### src/rtl/omsr_defines.vh
// constants for the optical module status and rate select block
// assumes a 25 MHz ref_clk and one byte-wide management port
`ifndef OMSR_DEFINES_VH
`define OMSR_DEFINES_VH

// register offsets (byte addresses of the management page)
`define OMSR_SOFT_CMD_OFS     8'h6E
`define OMSR_ALARM_MAIN_OFS   8'h70
`define OMSR_ALARM_RXP_OFS    8'h71
`define OMSR_WARN_MAIN_OFS    8'h74
`define OMSR_WARN_RXP_OFS     8'h75
`define OMSR_EXT_CTRL_OFS     8'h76

// soft command byte fields
`define OMSR_SC_TXDIS_STATE   7
`define OMSR_SC_SW_TXDIS      6
`define OMSR_SC_TX_RATE_PIN   5
`define OMSR_SC_RX_RATE_PIN   4
`define OMSR_SC_SW_RX_RATE    3
`define OMSR_SC_TX_FAULT      2
`define OMSR_SC_RX_LOSS       1
`define OMSR_SC_NOT_READY     0

// extended control byte field
`define OMSR_EC_SW_TX_RATE    3

// reset values of software bits
`define OMSR_SW_BIT_RST       1'h0

// monitor channel order and threshold order inside a channel
`define OMSR_CH_TEMP          0
`define OMSR_CH_VCC           1
`define OMSR_CH_BIAS          2
`define OMSR_CH_TXPWR         3
`define OMSR_CH_RXPWR         4
`define OMSR_NUM_CH           5
`define OMSR_MON_W            16
`define OMSR_THR_HI_ALARM     0
`define OMSR_THR_LO_ALARM     1
`define OMSR_THR_HI_WARN      2
`define OMSR_THR_LO_WARN      3

// soft command response time and its cycle count at 25 MHz
`define OMSR_RESP_TIME_MS     100
`define OMSR_CLK_HZ           25000000
`define OMSR_RESP_CYCLES      ((`OMSR_RESP_TIME_MS * `OMSR_CLK_HZ) / 1000)
// flags refresh four times per response window
`define OMSR_REFRESH_DIV      4

`endif

### src/rtl/omsr_top.v
// optical module status, alarm and warning flags, and rate select
// assumes monitors and thresholds come from logic on ref_clk; the
// disable and rate select pins arrive asynchronously from the host
//
// Local design decision: the strobed register port.
`include "omsr_defines.vh"
`default_nettype none

// Summary of operation
// receive loss level shown in status bit 1
// not-ready bit 0 low once monitors valid
// software writes act within response time
// software disable ORed with disable pin
// temperature high and low alarm flags
// supply voltage high and low alarm flags
// laser bias high and low alarm flags
// transmit power high and low alarm flags
// receive power alarm flags, rest reserved
// temperature and supply warning flags
// bias and transmit power warning flags
// receive power warning flags, rest reserved
// receive and transmit rates chosen independently
// rate select pin levels mirrored in status
// software rate bits cleared at reset
// receiver slow only when pin and bit low
// transmitter slow only when pin and bit low
// disable pin level shown in status bit 7
// transmit fault level shown in status bit 2
// flags clear when quantity back inside limits
module omsr_top #(
   parameter RESP_CYCLES = `OMSR_RESP_CYCLES // response window
) (
   input  wire         ref_clk,                  // 25 MHz clock
   input  wire         srst,                     // sync reset, high
   input  wire         clk_en,                   // freezes state when low
   input  wire [7:0]   reg_addr,                 // register byte address
   input  wire [7:0]   reg_wdata,                // write data
   input  wire         reg_wr,                   // write strobe
   input  wire         reg_rd,                   // read strobe
   output reg  [7:0]   reg_rdata,                // read data, next cycle
   input  wire         tx_disable_pin,           // async disable pin
   input  wire         receive_rate_select_pin,  // async rx rate pin
   input  wire         transmit_rate_select_pin, // async tx rate pin
   input  wire         tx_fault_in,              // transmit fault level
   input  wire         receive_loss_state,       // receive loss level
   input  wire         mon_valid,                // monitors powered, valid
   input  wire [79:0]  mon_values,               // 5 monitors, 16 bits
   input  wire [319:0] mon_thresholds,           // 5 x 4 limits, 16 bits
   output reg          tx_off,                   // transmitter off
   output reg          rx_rate_full,             // 1: rx 10G, 0: 1.25G
   output reg          tx_rate_full              // 1: tx 10G, 0: 1.25G
);

   localparam REFRESH = RESP_CYCLES / `OMSR_REFRESH_DIV;

   // pin synchronisers: three stages, change taken when 2nd and 3rd agree
   reg  [2:0] txdis_sync_q;
   reg  [2:0] rxrs_sync_q;
   reg  [2:0] txrs_sync_q;
   reg        txdis_q;
   reg        rxrs_q;
   reg        txrs_q;

   // software bits
   reg        sw_txdis_q;
   reg        sw_receive_rate_bit_q;
   reg        sw_transmit_rate_bit_q;

   // flag bytes, status
   reg  [7:0] alarm_main_q;
   reg  [1:0] alarm_rxp_q;
   reg  [7:0] warn_main_q;
   reg  [1:0] warn_rxp_q;
   reg        not_ready_q;

   // refresh timer
   reg  [31:0] refresh_cnt_q;
   wire        refresh_tick;

   // comparison results, per channel
   wire [4:0] hi_alarm;
   wire [4:0] lo_alarm;
   wire [4:0] hi_warn;
   wire [4:0] lo_warn;

   wire [7:0] soft_cmd_byte;
   wire [7:0] ext_ctrl_byte;

   // synchroniser chains and debounced levels
   always @(posedge ref_clk) begin
      if (srst) begin
         txdis_sync_q <= 3'h0;
         rxrs_sync_q  <= 3'h0;
         txrs_sync_q  <= 3'h0;
         txdis_q      <= 1'h0;
         rxrs_q       <= 1'h0;
         txrs_q       <= 1'h0;
      end else if (clk_en) begin
         txdis_sync_q <= {txdis_sync_q[1:0], tx_disable_pin};
         rxrs_sync_q  <= {rxrs_sync_q[1:0], receive_rate_select_pin};
         txrs_sync_q  <= {txrs_sync_q[1:0], transmit_rate_select_pin};
         if (txdis_sync_q[1] == txdis_sync_q[2])
            txdis_q <= txdis_sync_q[2];
         if (rxrs_sync_q[1] == rxrs_sync_q[2])
            rxrs_q <= rxrs_sync_q[2];
         if (txrs_sync_q[1] == txrs_sync_q[2])
            txrs_q <= txrs_sync_q[2];
      end
   end

   // software writable bits, cleared at reset
   always @(posedge ref_clk) begin
      if (srst) begin
         sw_txdis_q             <= `OMSR_SW_BIT_RST;
         sw_receive_rate_bit_q  <= `OMSR_SW_BIT_RST;
         sw_transmit_rate_bit_q <= `OMSR_SW_BIT_RST;
      end else if (clk_en && reg_wr) begin
         if (reg_addr == `OMSR_SOFT_CMD_OFS) begin
            sw_txdis_q            <= reg_wdata[`OMSR_SC_SW_TXDIS];
            sw_receive_rate_bit_q <= reg_wdata[`OMSR_SC_SW_RX_RATE];
         end else if (reg_addr == `OMSR_EXT_CTRL_OFS) begin
            sw_transmit_rate_bit_q <= reg_wdata[`OMSR_EC_SW_TX_RATE];
         end
      end
   end

   // control outputs follow one cycle after the software bits or the debounced pin levels change
   always @(posedge ref_clk) begin
      if (srst) begin
         tx_off       <= 1'h0;
         rx_rate_full <= 1'h0;
         tx_rate_full <= 1'h0;
      end else if (clk_en) begin
         tx_off       <= sw_txdis_q | txdis_q;
         rx_rate_full <= sw_receive_rate_bit_q | rxrs_q;
         tx_rate_full <= sw_transmit_rate_bit_q | txrs_q;
      end
   end

   // comparators per monitor channel; temperature is signed
   genvar c;
   generate
      for (c = 0; c < `OMSR_NUM_CH; c = c + 1) begin : g_ch
         wire [15:0] val;
         wire [15:0] t_ha;
         wire [15:0] t_la;
         wire [15:0] t_hw;
         wire [15:0] t_lw;
         assign val  = mon_values[c*16 +: 16];
         assign t_ha = mon_thresholds[(c*4+`OMSR_THR_HI_ALARM)*16 +: 16];
         assign t_la = mon_thresholds[(c*4+`OMSR_THR_LO_ALARM)*16 +: 16];
         assign t_hw = mon_thresholds[(c*4+`OMSR_THR_HI_WARN)*16 +: 16];
         assign t_lw = mon_thresholds[(c*4+`OMSR_THR_LO_WARN)*16 +: 16];
         if (c == `OMSR_CH_TEMP) begin : g_signed
            assign hi_alarm[c] = $signed(val) > $signed(t_ha);
            assign lo_alarm[c] = $signed(val) < $signed(t_la);
            assign hi_warn[c]  = $signed(val) > $signed(t_hw);
            assign lo_warn[c]  = $signed(val) < $signed(t_lw);
         end else begin : g_unsigned
            assign hi_alarm[c] = val > t_ha;
            assign lo_alarm[c] = val < t_la;
            assign hi_warn[c]  = val > t_hw;
            assign lo_warn[c]  = val < t_lw;
         end
      end
   endgenerate

   // refresh timer paces flag sampling well inside the response window
   assign refresh_tick = (refresh_cnt_q == 32'h0);

   always @(posedge ref_clk) begin
      if (srst) begin
         refresh_cnt_q <= 32'h0;
      end else if (clk_en) begin
         if (refresh_tick)
            refresh_cnt_q <= REFRESH - 1;
         else
            refresh_cnt_q <= refresh_cnt_q - 32'h1;
      end
   end

   // flags follow the comparators: set when out, clear when back inside
   always @(posedge ref_clk) begin
      if (srst) begin
         alarm_main_q <= 8'h00;
         alarm_rxp_q  <= 2'h0;
         warn_main_q  <= 8'h00;
         warn_rxp_q   <= 2'h0;
         not_ready_q  <= 1'h1;
      end else if (clk_en) begin
         if (!mon_valid) begin
            not_ready_q <= 1'h1;
         end else if (refresh_tick) begin
            alarm_main_q <= {hi_alarm[`OMSR_CH_TEMP],
                             lo_alarm[`OMSR_CH_TEMP],
                             hi_alarm[`OMSR_CH_VCC],
                             lo_alarm[`OMSR_CH_VCC],
                             hi_alarm[`OMSR_CH_BIAS],
                             lo_alarm[`OMSR_CH_BIAS],
                             hi_alarm[`OMSR_CH_TXPWR],
                             lo_alarm[`OMSR_CH_TXPWR]};
            alarm_rxp_q  <= {hi_alarm[`OMSR_CH_RXPWR],
                             lo_alarm[`OMSR_CH_RXPWR]};
            warn_main_q  <= {hi_warn[`OMSR_CH_TEMP],
                             lo_warn[`OMSR_CH_TEMP],
                             hi_warn[`OMSR_CH_VCC],
                             lo_warn[`OMSR_CH_VCC],
                             hi_warn[`OMSR_CH_BIAS],
                             lo_warn[`OMSR_CH_BIAS],
                             hi_warn[`OMSR_CH_TXPWR],
                             lo_warn[`OMSR_CH_TXPWR]};
            warn_rxp_q   <= {hi_warn[`OMSR_CH_RXPWR],
                             lo_warn[`OMSR_CH_RXPWR]};
            not_ready_q  <= 1'h0;
         end
      end
   end

   // status bytes assembled from pin levels and software bits
   assign soft_cmd_byte = {txdis_q,
                           sw_txdis_q,
                           txrs_q,
                           rxrs_q,
                           sw_receive_rate_bit_q,
                           tx_fault_in,
                           receive_loss_state,
                           not_ready_q};
   assign ext_ctrl_byte = {4'h0, sw_transmit_rate_bit_q, 3'h0};

   // read port: data valid the cycle after the strobe, zero otherwise
   always @(posedge ref_clk) begin
      if (srst) begin
         reg_rdata <= 8'h00;
      end else if (clk_en) begin
         if (!reg_rd)
            reg_rdata <= 8'h00;
         else if (reg_addr == `OMSR_SOFT_CMD_OFS)
            reg_rdata <= soft_cmd_byte;
         else if (reg_addr == `OMSR_ALARM_MAIN_OFS)
            reg_rdata <= alarm_main_q;
         else if (reg_addr == `OMSR_ALARM_RXP_OFS)
            reg_rdata <= {alarm_rxp_q, 6'h00};
         else if (reg_addr == `OMSR_WARN_MAIN_OFS)
            reg_rdata <= warn_main_q;
         else if (reg_addr == `OMSR_WARN_RXP_OFS)
            reg_rdata <= {warn_rxp_q, 6'h00};
         else if (reg_addr == `OMSR_EXT_CTRL_OFS)
            reg_rdata <= ext_ctrl_byte;
         else
            reg_rdata <= 8'h00;                             // unmapped
      end
   end

endmodule // omsr_top

`default_nettype wire

### config.mk
export PLATFORM = sky130hd
export DESIGN_NAME = omsr_top
export DESIGN_NICKNAME = d
export VERILOG_FILES = /design/src/rtl/omsr_top.v
export VERILOG_INCLUDE_DIRS = /design/src /design/src/rtl
export SDC_FILE = /design/constraint.sdc
export NUM_CORES = 1
export LEC_CHECK = 0
export BUFFER_PORTS_ARGS = -buffer_cell sky130_fd_sc_hd__clkbuf_2
export CORE_AREA = 5 5 166 168
export DETAILED_ROUTE_END_ITERATION = 6
export DIE_AREA = 0 0 171 173
export PLACE_DENSITY = 0.78
export SYNTH_ARGS = -nofsm -noshare
export SYNTH_HDL_FRONTEND = slang
export SYNTH_SLANG_ARGS = --single-unit
### constraint.sdc
create_clock -name ref_clk -period 3.22 [get_ports ref_clk]
set_input_delay 0.322 -clock ref_clk [delete_from_list [all_inputs] [get_ports ref_clk]]
set_output_delay 0.322 -clock ref_clk [all_outputs]
set_load 0.02 [all_outputs]
Word level (Yosys, flattened, before mapping)
Cells that the tools add are included.

storage, ports and cells
  register bits after elaboration = 79
  output and inout port bits = 11
  logic and storage cells = 73

cells by class
  add/sub/neg operators = 1
  magnitude comparators = 20
  equality and inequality tests = 10
  mux-type cells = 10
  bitwise gates (word level) = 4
  reductions and logical operators = 9

operators by type and width
  kind                                                 count
  greater-than comparator 16 bit                       10
  < comparator 16 bit                                  10
  equality test 8 x 7 -> 1 bit, second input constant  6
  2-to-1 mux 8 bit                                     6
  zero test 32 bit                                     1
  2-to-1 mux 32 bit                                    1
  subtractor 32 x 1 -> 32 bit, second input constant   1
  AND reduction 2 bit                                  5
  AND reduction 3 bit                                  2
  2-to-1 mux 4 bit                                     1
  equality test 1 bit                                  3
  bitwise OR 1 bit                                     3
  2-to-1 mux 1 bit                                     2
  != test 2 x 1 -> 1 bit, second input constant        1
  logical AND 1 bit                                    1
  inverter 1 bit                                       1

Logic depth before layout (Yosys ltp)
Gate-level depths: netlist of the first run.

  depth in word-level cells = 8
  gate-level depth with buffers = 8
  mapped depth without buffers = 8

Worst setup path after synthesis of the first run
Ideal clock, no wire load.

  path type = register to register
  start point = reg refresh_cnt_q[0]
  end point = reg refresh_cnt_q[30]
  setup time = 0.116 ns
  arrival time = 2.023 ns
  required time = 3.104 ns
  setup slack = 1.081 ns
  cell stages (with the launch flop) = 8
  clock period less this slack = 2.139 ns
  cells stage by stage = dfxtp_1 inv_1 ha_1 nor4bb_1 nand3_1 nor3_1 nand4b_1 o211a_1

on the way
  longest elaborated chain between the ends = 2

RTL lines
  element                                                          line                            text
  from (decl)                                                      omsr_top.v:77                   reg [31:0] refresh_cnt_q;
  from (signal assigned)                                           omsr_top.v:176                  refresh_cnt_q <= REFRESH - 1;
  from (signal assigned)                                           omsr_top.v:178                  refresh_cnt_q <= refresh_cnt_q - 32'h1;
  subtractor 32 x 1 -> 32 bit or zero test 32 bit (tied branches)  omsr_top.v:178, omsr_top.v:169
  2-to-1 mux 32 bit (*)                                            omsr_top.v:175                  if (refresh_tick)

Every way passes the cells marked *; elsewhere a longest branch is shown, timed or not.
A chain may end at the register's enable or synchronous reset.

Worst setup path in the final report of the first run
  start point = reg refresh_cnt_q[14]
  end point = reg alarm_main_q[7]

on the way
  longest elaborated chain between the ends = 2

RTL lines
  element                        line            text
  zero test 32 bit               omsr_top.v:169  assign refresh_tick = (refresh_cnt_q == 32'h0);
  AND reduction 3 bit (no line)  --
  to (signal assigned)           omsr_top.v:194  alarm_main_q <= {hi_alarm[`OMSR_CH_TEMP],
  to (decl)                      omsr_top.v:70   reg [7:0] alarm_main_q;

No other way between the ends.

==> results of run 1 <==
==> metal layers <==
metal	share of wire	vias up	global-route usage	wire length, um
met5	0	-	0	0
met4	0.036	0	0.08485	1302
met3	0.071	76	0.03767	2555
met2	0.50	427	0.4337	18070
met1	0.39	5254	0.2635	14170
li1	-	5918	-	-
==> cells by family (layout without fill, tap and decap cells) <==
| group | after synthesis | after routing | share of synthesized area |
|---|---|---|---|
| buffers and inverters | 337 | 769 | 0.1156 |
| and+or+nand+nor | 329 | 329 | 0.1584 |
| muxes | 21 | 21 | 0.02139 |
| other | 0 | 1 | 0 |
| AOI/OAI and AO/OA | 328 | 328 | 0.1926 |
| DFF | 79 | 79 | 0.1430 |
| xor gates and xnor gates | 20 | 20 | 0.01584 |
| adders and majority gates | 312 | 312 | 0.3531 |
==> cells in the mapped netlist (8+ instances only) <==
library cell  number  area [um2]
inv_1            315        1182
ha_1             312        3904
a21oi_1          106       530.5
dfxtp_1           79        1582
nor2_1            72       270.3
nand4_1           52       325.3
a21o_1            50       375.4
nand2_1           49       183.9
nand3_1           49       245.2
o21ai_0           49       245.2
nor3_1            34       170.2
a211oi_1          28       210.2
o211ai_1          20       150.1
mux2i_1           18       180.2
nand2b_1          16       100.1
a211o_1           11       96.34
xnor2_1           11       96.34
and3_1            10       62.56
nor2b_1           10       62.56
a2111oi_0          9       78.83
clkbuf_1           9       33.78
xor2_1             9       78.83
a31oi_1            8       50.05
nor4_1             8       50.05
o32ai_1            8       70.07
==> path summary, 6_finish.rpt <==
path	startpoint	to	slack (ps)
worst max register to register	refresh_cnt_q[14]	alarm_main_q[7]	610
worst min-delay path	tx_disable_pin	txdis_sync_q[0]	230
worst max-delay path	refresh_cnt_q[14]	alarm_main_q[7]	610
worst min register to register	alarm_main_q[5]	alarm_main_q[5]	450
==> cell type report <==
cell class,count,area (um2)
clock inverter,6,116.4
clock buffer,10,239.0
inverter,316,1186
antenna,1,2.502
timing repair buffer,437,2202
multi-input combinational,1010,8197
sequential,79,1582
tap,335,419.2
fill,2424,11820
==> metrics by stage <==
stage | utilization | worst slack [ps] | total power, mW
after floorplan | - | 1081 | 2.783
after global placement | 0.5273 | 623.1 | 3.429
after detailed placement | 0.5273 | 584.9 | 3.513
after CTS | 0.5411 | 580.6 | 4.737
after global routing | 0.5412 | 426.8 | 5.092
final | 0.5412 | 606.3 | 4.710
==> where the power goes <==
group / internal [mW] / switching [mW]
registers: 1.14 / 0.145
logic: 0.979 / 1.25
clock network: 0.784 / 0.418
total: 2.90 / 1.81
==> worst max-delay path: stages (launching register included) <==
cell,delay (ps)
dfxtp_1,340
or4_1,600
nor3_2,370
and3_1,360
nand3_2,420
a32o_1,420
==> registers in the layout, summed over array words and instances, names as in the netlist <==
name	count
warn_rxp_q	2
sw_receive_rate_bit_q	1
alarm_main_q	8
txdis_sync_q	3
reg_rdata	8
tx_off	1
txrs_q	1
warn_main_q	8
rxrs_sync_q	3
txdis_q	1
rx_rate_full	1
not_ready_q	1
refresh_cnt_q	32
txrs_sync_q	3
alarm_rxp_q	2
tx_rate_full	1
rxrs_q	1
sw_txdis_q	1
sw_transmit_rate_bit_q	1
==> metrics.md, run 1 <==
| Metric | Value |
|---|---|
| Run status | `finished clean` |
| Number of global-route vias before repair | `11.97k` |
| Hold_ws | `226.0 ps` |
| DR WL/cell | `16.45 um` |
| Cell count after placement | `2177` |
| Area post-placement | `0.01359 mm2` |
| Synth Register Bits | `79` |
| P per Cell Area | `337.8 mW/mm2` |
| Most frequent cells in the layout | `clkbuf_2 (431), inv_1 (315), ha_1 (312)` |
| DRT iter0 DRCs | `425` |
| Post-synthesis to final-layout area growth | `26.11%` |
| GRT Residual Overflow | `0` |
| Ys async rst share | `0` |
| Commonest non-fill, non-tap cell in the layout | `clkbuf_2` |
| Nets | `2592` |
| RSZ-0062 raised after global routing | `false` |
| I/O Buffers | `431` |
| Worst-margin pin slew | `756.7 ps` |
| Post-synthesis sequential area ratio | `0.1430` |
| DRT Wirelength | `36100 um` |
| Shortest period the worst path allows | `2614 ps` |
| Hold Path Depth | `3` |
| Via Count | `11.68k` |
| Clock skew | `9.413 ps` |
| Critical Path End Type | `flip-flop` |
| Initial antenna violation count | `1` |
| WP data arrival | `2850 ps` |
| # rows | `59` |
| CP Launch Type | `flip-flop` |
| FMAX | `382.6 MHz` |
| Die Height | `173 um` |
| Clock-pin slew on the worst setup and hold paths | `60 ps` |
| Final hold violation count | `0` |
| DRT Pass-1 Iters | `5` |
| Post-synth EDFFs | `0` |
| Synth cell types | `61` |
| # resized after CTS | `0` |
| Slew Limit Headroom | `0.4886` |
| Yosys warns | `0` |
| Num CTS Buffers | `9` |
| Max-slew violations | `0` |
| Global Route Usage Sum | `0.2329` |
| Max Fanout on Critical Path | `17` |
| Clk Latency, worst-skew pair | `340 ps` |
| Synth Area per Inst | `7.754 um2` |
| Max-cap viol count | `0` |
| Post-DRT Antenna Nets | `0` |
| Hold WC Path Type | `input pin to flip-flop` |
| Reg2Reg Depth | `5` |
| # IOs | `438` |
| TNS Setup | `0 ps` |
| Root buffer cell | `clkbuf_16` |
| Largest net degree at the start of global routing | `65` |
| Die ar. | `0.02958 mm2` |
| Hold-fix buffers, CTS | `0` |
| TritonCTS clock tree | `built` |
| Dominant synthesized flop cell | `dfxtp_1` |
| Clk buf depth | `2` |
| CTS H-Tree Depth | `3` |
| Finished Layout Cells | `2194` |
| Mapped Area | `0.01106 mm2` |
| Post-Synthesis Cells | `1426` |
| CTS sink count | `79` |
| Crit Path Category | `flip-flop to flip-flop` |
| Initial core utilization | `0.4292` |
| Leak | `8.207 nW` |
| Post-CTS setup repair buffer count | `0` |
| Endpoints failing setup | `0` |
| Share of layout cells above drive strength 1 | `0.2519` |
| Post-Syn Nets | `2165` |
| Die Wd | `171 um` |
| Vias per Instance | `5.321` |
| Worst-case vdd ir drop | `0.2908 mV` |
| DRC violations left | `0` |
| Final instance area | `0.01394 mm2` |
| First-pass GRT wire length | `57100 um` |
| Final worst-path cycle share | `0.8117` |
| Gp weighted congestion | `0.9615` |
| Core area | `0.02576 mm2` |
| DPL Wire Length | `32030 um` |
| Data required, critical path | `3450 ps` |
(Power assumes the default switching activity.)
==> run 2: changes to the inputs <==
--- a/config.mk
+++ b/config.mk
@@ -6,11 +6,12 @@
 export SDC_FILE = /design/constraint.sdc
 export NUM_CORES = 1
 export LEC_CHECK = 0
+export ABC_AREA = 1
 export BUFFER_PORTS_ARGS = -buffer_cell sky130_fd_sc_hd__clkbuf_2
-export CORE_AREA = 5 5 166 168
+export CORE_MARGIN = 5
+export CORE_UTILIZATION = 47
 export DETAILED_ROUTE_END_ITERATION = 6
-export DIE_AREA = 0 0 171 173
-export PLACE_DENSITY = 0.78
+export PLACE_DENSITY = 0.85
 export SYNTH_ARGS = -nofsm -noshare
 export SYNTH_HDL_FRONTEND = slang
 export SYNTH_SLANG_ARGS = --single-unit
==> constraint.sdc (replaced) <==
create_clock -name ref_clk -period 2.3 [get_ports ref_clk]
set_input_delay 0.23 -clock ref_clk [delete_from_list [all_inputs] [get_ports ref_clk]]
set_output_delay 0.23 -clock ref_clk [all_outputs]
set_load 0.02 [all_outputs]
==> run 2 against run 1 <==
- the flow now finishes with violations (design-rule violations)
- global-route usage is 3.3 points higher
- final cell count is 22% higher
- clock power is 28% higher
- setup slack worse by 130 ps
- die area is 0.81% lower
- synthesized area is 11% higher
- total power is 62% higher
- register-to-register slack worse by 130 ps
- first-iteration DRC count is 69% higher
- largest power group unchanged
- maximum frequency is 43% higher
- sequential power is 41% higher
- critical path type unchanged
- combinational power is 95% higher
==> metrics.md, run 2 <==
| Metric | Value |
|---|---|
| Share of the synthesized area in the top cell type | `0.3192` |
| First-pass GRT wire length | `63620 um` |
| Initial core utilization | `0.4733` |
| Synth cell types | `42` |
| Post-DRT Antenna Nets | `0` |
| DR WL/cell | `15.06 um` |
| Most frequent cells in the layout | `inv_1 (460), clkbuf_2 (431), nand2_1 (388)` |
| Top Metal Used | `met4` |
| Post-synthesis sequential area ratio | `0.1293` |
| Root buffer cell | `clkbuf_16` |
| Max-slew violations | `0` |
| Critical Path, Cell by Cell | `inv_1 > ha_1 > nand2_4 > inv_2 > nand2_2 > nor2_4 > nand2_4 > nor2_4 > nand2_4 > clkinv_1 > nand2_1 > nand2_1 > nand3_1 > nand2_1 > inv_1` |
| Critical Path Start | `refresh_cnt_q[0]` |
| Hold-fix buffers, CTS | `0` |
| Synth cell count leaders | `inv_1 (460), nand2_1 (388), ha_1 (312)` |
| DRT Wirelength | `40180 um` |
| Vias per Instance | `5.051` |
| Finished Core Util | `0.5829` |
| Leak | `9.386 nW` |
| Clock-pin slew on the worst setup and hold paths | `60 ps` |
| Post-Synthesis Cells | `1896` |
| Fillers | `2460` |
| Place WS | `404.8 ps` |
| Worst Hold End | `txrs_sync_q[0]` |
| Share of layout cells above drive strength 1 | `0.2232` |
| Max reg flops | `32` |
| Crit path buf inv count | `4` |
| Nets | `3065` |
| CTS sink count | `79` |
| Final hold violation count | `0` |
| P per Cell Area | `508.2 mW/mm2` |
| Post-synthesis to final-layout area growth | `23.16%` |
| Number of global-route vias before repair | `13.82k` |
| Area contributors post-synth | `ha_1 (32%), inv_1 (14%), dfxtp_1 (13%), nand2_1 (12%), a21oi_1 (7.9%)` |
| Worst-margin pin slew | `599.3 ps` |
| Final worst-path cycle share | `0.7924` |
| I/O Buffers | `431` |
| FMAX | `548.7 MHz` |
| Reg-to-reg endpoint | `refresh_cnt_q[26]` |
| WP data arrival | `2070 ps` |
| Biggest register | `refresh_cnt_q` |
| Post-synth EDFFs | `0` |
| Max-cap viol count | `0` |
| Die ar. | `0.02934 mm2` |
| Dominant synthesized flop cell | `dfxtp_1` |
| Reg-to-reg slack, setup | `480 ps` |
| Mapped Area | `0.01223 mm2` |
| Slowest stage cell, crit path | `dfxtp_1` |
| Hold Path Depth | `3` |
| Clk Latency, worst-skew pair | `350 ps` |
| Reg2reg start | `refresh_cnt_q[0]` |
| Data required, critical path | `2550 ps` |
| Met2 wire length | `20150 um` |
| Largest net degree at the start of global routing | `46` |
| TritonCTS clock tree | `built` |
| Endpoints failing setup | `0` |
| CP delay by family, top | `simple AND/OR/NAND/NOR gates` |
| Clk buf depth | `2` |
| Worst-case vdd ir drop | `0.5105 mV` |
| DRC violations left | `1` |
| WL met3 | `2331 um` |
| DRT Pass-1 Iters | `7` |
| Die Wd | `171.3 um` |
| # rows | `59` |
| Gp weighted congestion | `0.9713` |
| Cell accounting for the most synthesized area | `ha_1` |
| RSZ-0062 raised after global routing | `false` |
| DPL Wire Length | `35800 um` |
| DRT iter0 DRCs | `720` |
| # resized after CTS | `0` |
| CTS H-Tree Depth | `3` |
| M1 wire length | `16190 um` |
| Via Count | `13.47k` |
| Most common cell in the netlist | `inv_1` |
| Failing checks | `design-rule violations` |
| Crit Path Category | `flip-flop to flip-flop` |
| Commonest non-fill, non-tap cell in the layout | `inv_1` |
| Initial antenna violation count | `1` |
| Global Route Usage Sum | `0.2660` |
| Slew Limit Headroom | `0.6005` |
| Die Height | `171.3 um` |
| Run status | `complete, but fails checks` |
| Post-CTS setup repair buffer count | `0` |
| # IOs | `438` |
| FF/Latch Area | `0.001582 mm2` |
| TNS Setup | `0 ps` |
| Yosys warns | `0` |
| Ys async rst share | `0` |
| Reg2Reg Depth | `15` |
| Overall power | `7.653 mW` |
| Core area | `0.02584 mm2` |
| Synth Area per Inst | `6.449 um2` |
| Cell count after placement | `2650` |
| Synth Register Bits | `79` |
| Setup WS post-layout | `477.4 ps` |
| Max Fanout on Critical Path | `5` |
| Critical Path End Type | `flip-flop` |
| Num CTS Buffers | `9` |
| Multi-input logic area | `0.008791 mm2` |
| Clock skew | `10.14 ps` |
| CP Launch Type | `flip-flop` |
| Shortest period the worst path allows | `1823 ps` |
| HP Start | `transmit_rate_select_pin` |
| GRT Residual Overflow | `0` |
| Slowest Stage Delay on Critical Path | `310 ps` |
| Finished Layout Cells | `2667` |
| Hold WC Path Type | `input pin to flip-flop` |
| Post-Syn Nets | `2635` |
[run 2: metal layers]
layer,track usage,vias to the layer above
met3,0.03585,102
met4,0.1016,0
met5,0,-
met2,0.5004,451
li1,-,6926
met1,0.3035,5992
[run 2: cells by family after synthesis]
family / Yosys count / synth area share
flops: 79 / 0.1293
xor+xnor: 11 / 0.007879
fa+ha+maj: 312 / 0.3192
buf+inv: 484 / 0.1517
compound gates: 310 / 0.1356
simple gates: 700 / 0.2562
[run 2: final cells by class]
cell class / count / share of cell area
multi-input combinational: 1333 / 0.5838
timing repair buffer: 437 / 0.1462
inverter: 466 / 0.1162
sequential: 79 / 0.1050
tap: 335 / 0.02783
clock buffer: 9 / 0.01496
clock inverter: 6 / 0.005733
antenna: 2 / 0.0003323
[run 2: how the worst max path moves through the flow]
| stage | end | slack (ps) | cells past startpoint |
|---|---|---|---|
| floorplan | refresh_cnt_q[26] | 720 | 15 |
| CTS | alarm_rxp_q[1] | 470 | 7 |
| global placement | warn_main_q[3] | 420 | 9 |
| detailed placement | warn_main_q[3] | 400 | 9 |
| finish | refresh_cnt_q[26] | 480 | 15 |
| global route | warn_main_q[5] | 250 | 8 |
[run 2: power breakdown]
group	total, mW	internal (mW)	switching, mW
registers	1.81	1.59	0.218
clock network	1.53	0.942	0.583
logic	4.32	1.63	2.68
[run 2: metrics by stage]
stage | instance area (um2) | hold slack, ps
detailed placement | 14740 | 456.7
CTS | 15050 | 116.1
finish | 15060 | 122.1
floorplan | 12230 | 330.4
global placement | 14740 | 451.9
global route | 15060 | 122.1
[run 2: tightest hold or removal path: stages]
cell and delay [ps]:
clkbuf_2 80, nor2_1 40, nor2_1 80
